<file path="src/hw/olp_pkg.sv">
// package for the last-page one-time-programmable write controller
package olp_pkg;

  // special data memory addresses of the three registers
  localparam logic [7:0] OLP_ADDR_CTRL = 8'h2c;
  localparam logic [7:0] OLP_ADDR_DATA_LOW = 8'h2d;
  localparam logic [7:0] OLP_ADDR_DATA_HIGH = 8'h2e;

  // control register field positions
  localparam int OLP_BIT_WRITE_ENABLE = 3;
  localparam int OLP_BIT_WRITE_TRIGGER = 2;

  // reset values
  localparam logic [7:0] OLP_DATA_RESET = 8'h00;
  localparam logic OLP_CTRL_BIT_RESET = 1'b0;

  // program memory geometry: last page upper address bits
  localparam int OLP_PM_ADDR_W = 12;
  localparam logic [3:0] OLP_LAST_PAGE_HIGH = 4'hf;

  // timing: write time and clock period in ns, counts in system clock cycles
  localparam int OLP_TABLE_READ_CYCLES = 2;
  localparam int OLP_WRITE_TIME_NS = 1000;
  localparam int OLP_CLK_PERIOD_NS = 10;
  localparam int OLP_WRITE_CYCLES = OLP_WRITE_TIME_NS / OLP_CLK_PERIOD_NS;

  // special register bus access from the cpu
  typedef struct packed {
    logic wr;
    logic rd;
    logic [7:0] addr;
    logic [7:0] wdata;
  } olp_sfr_req_type;

  // program memory array port
  typedef struct packed {
    logic we;
    logic re;
    logic [OLP_PM_ADDR_W-1:0] addr;
    logic [15:0] wdata;
  } olp_pm_req_type;

  typedef enum logic [2:0] {
    OLP_IDLE = 3'b001,
    OLP_WRITE = 3'b010,
    OLP_READ = 3'b100
  } olp_state_type;

endpackage

</file>
<file path="src/hw/olp_cycle_counter.sv">
// down counter that times the write cycle and the table read
`timescale 1ns/1ps
module olp_cycle_counter #(
  parameter int WIDTH = 16
) (
  // clock and reset
  input wire logic i_clk,
  input wire logic i_sys_rst,
  // control
  input wire logic i_load,
  input wire logic [WIDTH-1:0] i_count,
  // status
  output logic o_done
);
  typedef struct packed {
    logic [WIDTH-1:0] cnt;
    logic done;
  } olp_cnt_state_type;

  olp_cnt_state_type state_q, state_d;

  always_comb begin
    state_d = state_q;
    state_d.done = 1'b0;
    if (i_load) begin
      state_d.cnt = i_count;
    end else if (state_q.cnt != '0) begin
      state_d.cnt = state_q.cnt - WIDTH'(1);
      if (state_q.cnt == WIDTH'(1)) begin
        state_d.done = 1'b1;
      end
    end
  end

  always_ff @(posedge i_clk) begin
    if (i_sys_rst) begin
      state_q <= '0;
    end else begin
      state_q <= state_d;
    end
  end

  assign o_done = state_q.done;
endmodule

</file>
<file path="src/hw/olp_otp_last_page_program_ctrl.sv">
// self-programming controller for the last page of program memory
// Notes on behaviour
// - writes only reach addresses inside the last program memory page; cells are write-once.
// - software loads data low, data high and table pointer low before a write.
// - control bit 3 enables writing; hardware clears it when the write ends.
// - control bit 2 starts a write; hardware clears it at the end.
// - setting the trigger is ignored unless enable was already set.
// - enable and trigger set by one write do not start a write.
// - trigger must follow the enable write in the very next instruction cycle.
// - cpu is stalled for the whole write cycle, then resumes.
// - control bits 7..4 and 1..0 read as zero.
// - entering idle or sleep during a write makes the write fail.
// - last page table read returns low byte to cpu, high byte to latch.
// - registers sit at 2ch, 2dh, 2eh; data registers reset to zero.
// - every table read is timed by two system clock cycles of the counter.
`timescale 1ns/1ps
module olp_otp_last_page_program_ctrl #(
  parameter int WRITE_CYCLES = olp_pkg::OLP_WRITE_CYCLES
) (
  // clock and reset
  input wire logic i_clk,
  input wire logic i_sys_rst,
  // cpu special register access, one access per instruction cycle strobe
  input wire logic i_instr_cycle,
  input wire olp_pkg::olp_sfr_req_type i_sfr,
  output logic [7:0] o_sfr_rdata,
  // table pointer low and last-page table read request
  input wire logic [7:0] i_table_ptr_low,
  input wire logic i_table_read,
  output logic [7:0] o_table_low_byte,
  output logic [7:0] o_table_high_latch,
  output logic o_table_valid,
  // power mode entry
  input wire logic i_low_power_entry,
  // cpu stall and status
  output logic o_cpu_stall,
  output logic o_write_failed,
  // program memory array
  output olp_pkg::olp_pm_req_type o_pm,
  input wire logic [15:0] i_pm_rdata
);
  import olp_pkg::*;

  localparam int CW = 16;

  typedef struct packed {
    olp_state_type st;
    logic wen;
    logic wtrig;
    logic wen_fresh;
    logic [7:0] dlow;
    logic [7:0] dhigh;
    logic [7:0] rdata;
    logic [7:0] tlow;
    logic [7:0] thigh;
    logic tvalid;
    logic stall;
    logic failed;
    logic [CW-1:0] cnt_val;
    logic cnt_load;
    olp_pm_req_type pm;
  } olp_ctrl_state_type;

  olp_ctrl_state_type state_q, state_d;
  logic cnt_done;

  olp_cycle_counter #(
    .WIDTH(CW)
  ) u_counter (
    .i_clk(i_clk),
    .i_sys_rst(i_sys_rst),
    .i_load(state_q.cnt_load),
    .i_count(state_q.cnt_val),
    .o_done(cnt_done)
  );

  logic wr_ctrl;
  logic [7:0] ctrl_view;
  assign wr_ctrl = i_sfr.wr && i_sfr.addr == OLP_ADDR_CTRL && i_instr_cycle;
  always_comb begin
    ctrl_view = 8'h00;
    ctrl_view[OLP_BIT_WRITE_ENABLE] = state_q.wen;
    ctrl_view[OLP_BIT_WRITE_TRIGGER] = state_q.wtrig;
  end

  // register decode; a write only acts on the instruction strobe
  logic wr_data_low;
  logic wr_data_high;
  logic enable_req;
  logic trigger_req;
  logic start_write;
  logic start_read;
  logic write_done;
  logic read_done;
  logic power_cut;
  logic [7:0] rd_mux;
  logic [OLP_PM_ADDR_W-1:0] pm_target;

  assign wr_data_low = i_sfr.wr && i_instr_cycle && i_sfr.addr == OLP_ADDR_DATA_LOW;
  assign wr_data_high = i_sfr.wr && i_instr_cycle && i_sfr.addr == OLP_ADDR_DATA_HIGH;
  assign enable_req = wr_ctrl && i_sfr.wdata[OLP_BIT_WRITE_ENABLE];
  assign trigger_req = wr_ctrl && i_sfr.wdata[OLP_BIT_WRITE_TRIGGER];
  // the trigger counts only right after an enable-only write and while enable stays high,
  // so only a write carrying both bits, made inside that window, can start the array
  assign start_write = trigger_req && enable_req
    && state_q.wen && state_q.wen_fresh;
  // a control write in the same cycle takes precedence over a table read request
  assign start_read = !wr_ctrl && i_table_read;
  assign write_done = state_q.st == OLP_WRITE && cnt_done;
  assign read_done = state_q.st == OLP_READ && cnt_done;
  assign power_cut = state_q.st == OLP_WRITE && i_low_power_entry;
  // the page bits are fixed, so software can never aim below the last page
  assign pm_target = {OLP_LAST_PAGE_HIGH, i_table_ptr_low};

  // empty slots read as zero, like any unused special register address
  always_comb begin
    rd_mux = 8'h00;
    case (i_sfr.addr)
      OLP_ADDR_CTRL: rd_mux = ctrl_view;
      OLP_ADDR_DATA_LOW: rd_mux = state_q.dlow;
      OLP_ADDR_DATA_HIGH: rd_mux = state_q.dhigh;
      default: rd_mux = 8'h00;
    endcase
  end

  // next state; every field not named below keeps its value
  always_comb begin
    state_d = state_q;
    state_d.cnt_load = 1'b0;
    state_d.tvalid = 1'b0;
    state_d.pm.we = 1'b0;
    state_d.pm.re = 1'b0;
    // an enable write lives only until the next instruction cycle
    if (i_instr_cycle) begin
      state_d.wen_fresh = 1'b0;
    end
    if (i_sfr.rd) begin
      state_d.rdata = rd_mux;
    end
    case (state_q.st)
      OLP_IDLE: begin
        // data registers only move while idle, so a running write keeps its word
        if (wr_data_low) begin
          state_d.dlow = i_sfr.wdata;
        end
        if (wr_data_high) begin
          state_d.dhigh = i_sfr.wdata;
        end
        if (wr_ctrl) begin
          state_d.wen = i_sfr.wdata[OLP_BIT_WRITE_ENABLE];
          // setting enable on its own opens a one-instruction window for the trigger
          state_d.wen_fresh = enable_req && !trigger_req;
        end
        if (start_write) begin
          state_d.wtrig = 1'b1;
          state_d.stall = 1'b1;
          state_d.failed = 1'b0;
          state_d.st = OLP_WRITE;
          state_d.pm.we = 1'b1;
          state_d.pm.addr = pm_target;
          state_d.pm.wdata = {state_q.dhigh, state_q.dlow};
          state_d.cnt_val = CW'(WRITE_CYCLES);
          state_d.cnt_load = 1'b1;
        end else if (start_read) begin
          // the address goes out with the strobe; the pointer may move afterwards
          state_d.st = OLP_READ;
          state_d.pm.re = 1'b1;
          state_d.pm.addr = pm_target;
          state_d.cnt_val = CW'(OLP_TABLE_READ_CYCLES);
          state_d.cnt_load = 1'b1;
        end
      end

      OLP_WRITE: begin
        // the flag stays until the next start so software can still see a spoiled word
        if (power_cut) begin
          state_d.failed = 1'b1;
        end
        if (write_done) begin
          state_d.wen = OLP_CTRL_BIT_RESET;
          state_d.wtrig = OLP_CTRL_BIT_RESET;
          state_d.stall = 1'b0;
          state_d.st = OLP_IDLE;
        end
      end

      OLP_READ: begin
        // array data are taken when the count runs out, never earlier
        if (read_done) begin
          state_d.tlow = i_pm_rdata[7:0];
          state_d.thigh = i_pm_rdata[15:8];
          state_d.tvalid = 1'b1;
          state_d.st = OLP_IDLE;
        end
      end

      default: state_d.st = OLP_IDLE;
    endcase
  end

  always_ff @(posedge i_clk) begin
    if (i_sys_rst) begin
      state_q <= '0;
      state_q.st <= OLP_IDLE;
      state_q.dlow <= OLP_DATA_RESET;
      state_q.dhigh <= OLP_DATA_RESET;
    end else begin
      state_q <= state_d;
    end
  end

  // every output is a flop of the state struct
  assign o_sfr_rdata = state_q.rdata;
  assign o_table_low_byte = state_q.tlow;
  assign o_table_high_latch = state_q.thigh;
  assign o_table_valid = state_q.tvalid;
  assign o_cpu_stall = state_q.stall;
  assign o_write_failed = state_q.failed;
  assign o_pm = state_q.pm;
endmodule

</file>
<file path="config.mk">
export PLATFORM = sky130hd
export DESIGN_NAME = olp_otp_last_page_program_ctrl
export DESIGN_NICKNAME = d
export VERILOG_FILES = /design/src/hw/olp_pkg.sv /design/src/hw/olp_cycle_counter.sv /design/src/hw/olp_otp_last_page_program_ctrl.sv
export SDC_FILE = /design/constraint.sdc
export NUM_CORES = 1
export LEC_CHECK = 0
export BUFFER_PORTS_ARGS = -buffer_cell sky130_fd_sc_hd__buf_2
export CAP_MARGIN = 0
export CORE_UTILIZATION = 58
export CTS_CLUSTER_DIAMETER = 50
export CTS_CLUSTER_SIZE = 8
export DETAILED_ROUTE_END_ITERATION = 12
export PLACE_DENSITY = 0.81
export SLEW_MARGIN = 20
export SYNTH_ARGS = -nofsm -noshare
export SYNTH_HDL_FRONTEND = slang
export SYNTH_SLANG_ARGS = --single-unit
</file>
<file path="constraint.sdc">
create_clock -name i_clk -period 3.9 [get_ports i_clk]
set_input_delay 0.195 -clock i_clk [delete_from_list [all_inputs] [get_ports i_clk]]
set_output_delay 0.195 -clock i_clk [all_outputs]
set_load 0.01 [all_outputs]
</file>
==> impl_metrics.prom <==
# TYPE chip_impl_metric gauge
chip_impl_metric{name="layout.filler_cells",unit=""} 684
chip_impl_metric{name="synth_async_sr_flop_share",unit="%"} 0
chip_impl_metric{name="average_wire_per_cell_in_the_routed_design",unit="µm"} 14.0
chip_impl_metric{name="slew_headroom",unit="%"} 40.2
chip_impl_metric{name="timing_worst_slew_pin_value",unit="ns"} 0.885
chip_impl_metric{name="clkSlewWorstSetupHoldPaths",unit="ns"} 0.10
chip_impl_info{name="outcome",value="completed"} 1
chip_impl_metric{name="peakVddDrop",unit="V"} 0.000271
chip_impl_metric{name="post-route-worst-setup-slack",unit="ns"} 1.61
chip_impl_metric{name="worst_path_largest_cell_delay",unit="ns"} 0.60
chip_impl_metric{name="htree_levels",unit=""} 3
chip_impl_metric{name="fin_nets",unit=""} 608
chip_impl_metric{name="ys_seq_area_share",unit="%"} 41.5
chip_impl_metric{name="fraction_of_final_layout_cells_sized_beyond_drive_strength_1",unit="%"} 23.8
chip_impl_metric{name="global_route.usage.met1",unit="%"} 33.5
chip_impl_metric{name="numClockSinks",unit=""} 95
chip_impl_metric{name="drt_pre_antenna_iters",unit=""} 4
chip_impl_metric{name="critical_path_peak_fanout",unit=""} 11
chip_impl_metric{name="yosys_register_bits",unit=""} 95
chip_impl_metric{name="synth_edf_count",unit=""} 0
chip_impl_metric{name="yosysUniqueCellTypes",unit=""} 56
chip_impl_metric{name="die_area",unit="mm²"} 0.00827
chip_impl_metric{name="placed_wire_length_estimate_after_detailed_placement",unit="µm"} 6590
chip_impl_metric{name="fin_crit",unit="ns"} 2.29
chip_impl_metric{name="drt.antenna.violating_nets",unit=""} 0
chip_impl_info{name="cts_tree",value="built"} 1
chip_impl_metric{name="synth_nets",unit=""} 578
chip_impl_info{name="min_path_type",value="in2reg"} 1
chip_impl_metric{name="floorplan.initialDensity",unit="%"} 59.7
chip_impl_info{name="global_route.peak_usage_layer",value="met2"} 1
chip_impl_metric{name="syn-cell-area",unit="mm²"} 0.00459
chip_impl_metric{name="gp_congestion",unit=""} 0.847
chip_impl_info{name="dominant_combinational_cell_family_by_area_after_synthesis",value="simple AND/OR/NAND/NOR gates"} 1
chip_impl_metric{name="die-height",unit="µm"} 90.9
chip_impl_metric{name="synth.mux.area_fraction",unit="%"} 6.33
chip_impl_metric{name="post_cts_resize_count",unit=""} 0
chip_impl_metric{name="drv_cap",unit=""} 0
chip_impl_metric{name="detailedPlace.worstSlack",unit="ns"} 1.63
chip_impl_info{name="grt_setup_unrepaired",value="no"} 1
chip_impl_metric{name="first_global_vias",unit=""} 3295
chip_impl_metric{name="design.portCount",unit=""} 104
chip_impl_info{name="crit_slowest_cell",value="sky130_fd_sc_hd__o2111ai_1"} 1
chip_impl_info{name="top_ff_cell_synth",value="sky130_fd_sc_hd__dfxtp_1"} 1
chip_impl_metric{name="power.leakage",unit="nW"} 2.01
chip_impl_info{name="timing.setup.critical_path_class",value="reg2reg"} 1
chip_impl_info{name="clockRootBuffer",value="sky130_fd_sc_hd__clkbuf_8"} 1
chip_impl_metric{name="place_inst",unit=""} 649
chip_impl_metric{name="avgSynthCellArea",unit="µm²"} 8.69
chip_impl_info{name="path_delay_family",value="simple AND/OR/NAND/NOR gates"} 1
chip_impl_metric{name="final.setup_skew",unit="ns"} 0.00961
chip_impl_metric{name="cts_hold_buffers",unit=""} 0
chip_impl_metric{name="maxClockFrequency",unit="MHz"} 437
chip_impl_metric{name="fp-row-count",unit=""} 32
chip_impl_metric{name="synth-adder-area-share",unit="%"} 0.818
chip_impl_info{name="critPathCaptureType",value="register"} 1
chip_impl_info{name="start_kind",value="register"} 1
chip_impl_metric{name="antenna_cells",unit=""} 0
chip_impl_metric{name="synth-simple-area-share",unit="%"} 23.6
chip_impl_metric{name="cp_data_required_time",unit="ns"} 4.15
chip_impl_metric{name="p_per_area",unit="mW/mm²"} 503
chip_impl_metric{name="fp.coreArea",unit="mm²"} 0.00769
chip_impl_metric{name="final-setup-viol-count",unit=""} 0
chip_impl_metric{name="clockBufferDepth",unit=""} 2
chip_impl_metric{name="syn_to_final_growth",unit="%"} 7.31
chip_impl_metric{name="buffer_ports.inserted",unit=""} 103
chip_impl_metric{name="drv_slew",unit=""} 0
chip_impl_metric{name="fin_setup_tns",unit="ns"} 0
chip_impl_metric{name="route.detailed.vias_per_inst",unit=""} 5.53
chip_impl_metric{name="wire_length_of_the_first_global_routing_pass",unit="µm"} 15500
chip_impl_metric{name="ff_latch_area",unit="mm²"} 0.00190
chip_impl_metric{name="number_of_buffers_created_by_cts",unit=""} 9
chip_impl_metric{name="global_routing_usage_on_met3",unit="%"} 5.03
chip_impl_metric{name="synthCells",unit=""} 528
chip_impl_metric{name="hold_viol",unit=""} 0
chip_impl_metric{name="gr-total-overflow",unit=""} 0
chip_impl_metric{name="routed_wl",unit="µm"} 9300
chip_impl_info{name="most_frequent_standard_cell_in_the_layout_excluding_fill_and_tap_cells",value="sky130_fd_sc_hd__buf_2"} 1
chip_impl_info{name="leading_cell_types_in_the_layout_fill_and_taps_excluded",value="102 x sky130_fd_sc_hd__buf_2, 95 x sky130_fd_sc_hd__dfxtp_1, 60 x sky130_fd_sc_hd__a21oi_1, 51 x sky130_fd_sc_hd__nand2b_1, 46 x sky130_fd_sc_hd__nand2_1"} 1
chip_impl_metric{name="die-width",unit="µm"} 90.9
chip_impl_metric{name="drtIter0Drc",unit=""} 261
chip_impl_metric{name="grt_start_max_net_pins",unit=""} 78
chip_impl_metric{name="clock_latency",unit="ns"} 0.36
chip_impl_metric{name="totalPowerFinal",unit="W"} 0.00247
chip_impl_metric{name="grt_antenna_before_repair",unit=""} 0
chip_impl_metric{name="grtUsageTotal",unit="%"} 23.2
chip_impl_metric{name="multi_input_comb_area",unit="mm²"} 0.00211
chip_impl_metric{name="detail_route.drc_violations",unit=""} 0
chip_impl_metric{name="grt.met2_usage",unit="%"} 34.1
chip_impl_metric{name="cp_num_buf_inv",unit=""} 1
chip_impl_metric{name="postCtsSetupBuffers",unit=""} 0
chip_impl_metric{name="worst_ep_arrival_time",unit="ns"} 2.53
chip_impl_metric{name="period_share",unit="%"} 58.7
chip_impl_metric{name="post_synth_xor_area_fraction",unit="%"} 0.382
chip_impl_metric{name="final-instance-count-excl-fill",unit=""} 665
chip_impl_metric{name="synth.yosys.warnings",unit=""} 0
chip_impl_metric{name="detailroute.via_count",unit=""} 3679
chip_impl_metric{name="synth_compound_gate_area_share",unit="%"} 14.8
chip_impl_info{name="crit_path_cell_trace",value="inv_1 > ha_1 > or4b_2 > o2111ai_1 > or4_1 > a21oi_1"} 1
synthesized netlist by cell type (7+ instances only):
library cell | n | area, µm²
sky130_fd_sc_hd__dfxtp_1 | 95 | 1900
sky130_fd_sc_hd__nor3_1 | 12 | 60.1
sky130_fd_sc_hd__a21oi_1 | 60 | 300
sky130_fd_sc_hd__mux2i_1 | 29 | 290
sky130_fd_sc_hd__nand2b_1 | 51 | 319
sky130_fd_sc_hd__o21ai_1 | 18 | 90.1
sky130_fd_sc_hd__nand2_1 | 46 | 173
sky130_fd_sc_hd__nor2_1 | 9 | 33.8
sky130_fd_sc_hd__or3_1 | 7 | 43.8
sky130_fd_sc_hd__o31ai_1 | 8 | 60.1
sky130_fd_sc_hd__clkbuf_1 | 24 | 90.1
sky130_fd_sc_hd__buf_4 | 54 | 405
sky130_fd_sc_hd__nand3_1 | 24 | 120
through the flow:
stage          cell area (µm²)  util, %  hold slack [ns]
2_1_floorplan             4590        -            0.331
3_3_place_gp              4710     61.2            0.436
3_5_place_dp              4710     61.2            0.444
4_1_cts                   4920     64.0           0.0508
5_1_grt                   4920     64.0           0.0483
6_report                  4920     64.0           0.0599
power by group:
part           internal [W]  switching [W]  total (W)  leakage, nW
combinational      0.000262       0.000393   0.000655         1.14
clock              0.000313       0.000378   0.000691        0.108
sequential          0.00105      0.0000817    0.00113        0.770
sequential cells by signal, summed over array words and instances, names as in the netlist:
signal and flops:
o_pm 27, state_q 23, u_counter.state_q 16, o_sfr_rdata 8
o_table_high_latch 8, o_table_low_byte 8, ctrl_view 2, o_table_valid 1
o_write_failed 1, u_counter.o_done 1
logic make-up after synthesis:
kind of cell | after synthesis
flops | 95
buf+inv | 94
compound gates | 115
fa+ha+maj | 3
simple gates | 190
xor+xnor | 2
mux | 29
cell type report:
class                           count  area share [%]
Tap cell                          102            2.59
Sequential cell                    95            38.6
Timing Repair Buffer              106            11.0
Clock buffer                        9            2.52
Clock inverter                      7            1.78
Inverter                            7           0.534
Multi-Input combinational cell    339            43.0
layer usage:
| metal | vias to the layer above | part of all wire (%) |
|---|---|---|
| li1 | 1853 | - |
| met1 | 1701 | 49 |
| met2 | 116 | 43 |
| met3 | 9 | 6.5 |
| met4 | 0 | 1.3 |
| met5 | - | 0 |
worst register-to-register path: cells and delay by family, from the launching register on:
family | cells | cell delay [ns]
flip-flops | 1 | 0.34
AO/OA/AOI/OAI | 2 | 0.66
adder cells (fa/ha/maj) | 1 | 0.25
AND/OR/NAND/NOR | 2 | 0.80
buffers and inverters | 1 | 0.13
final timing paths:
path                                           start                                 end  slack [ns]  depth (start not counted)
setup reg to reg   u_counter.state_q[1]$_SDFFE_PP0P_  u_counter.state_q[12]$_SDFFE_PP0P_        1.61                          6
setup / recovery   u_counter.state_q[1]$_SDFFE_PP0P_  u_counter.state_q[12]$_SDFFE_PP0P_        1.61                          6
hold / removal                         i_pm_rdata[1]    o_table_low_byte[1]$_SDFFE_PP0P_        0.06                          3
hold reg to reg   o_table_high_latch[7]$_SDFFE_PP0P_  o_table_high_latch[7]$_SDFFE_PP0P_        0.46                          2
(Power assumes the default switching activity.)
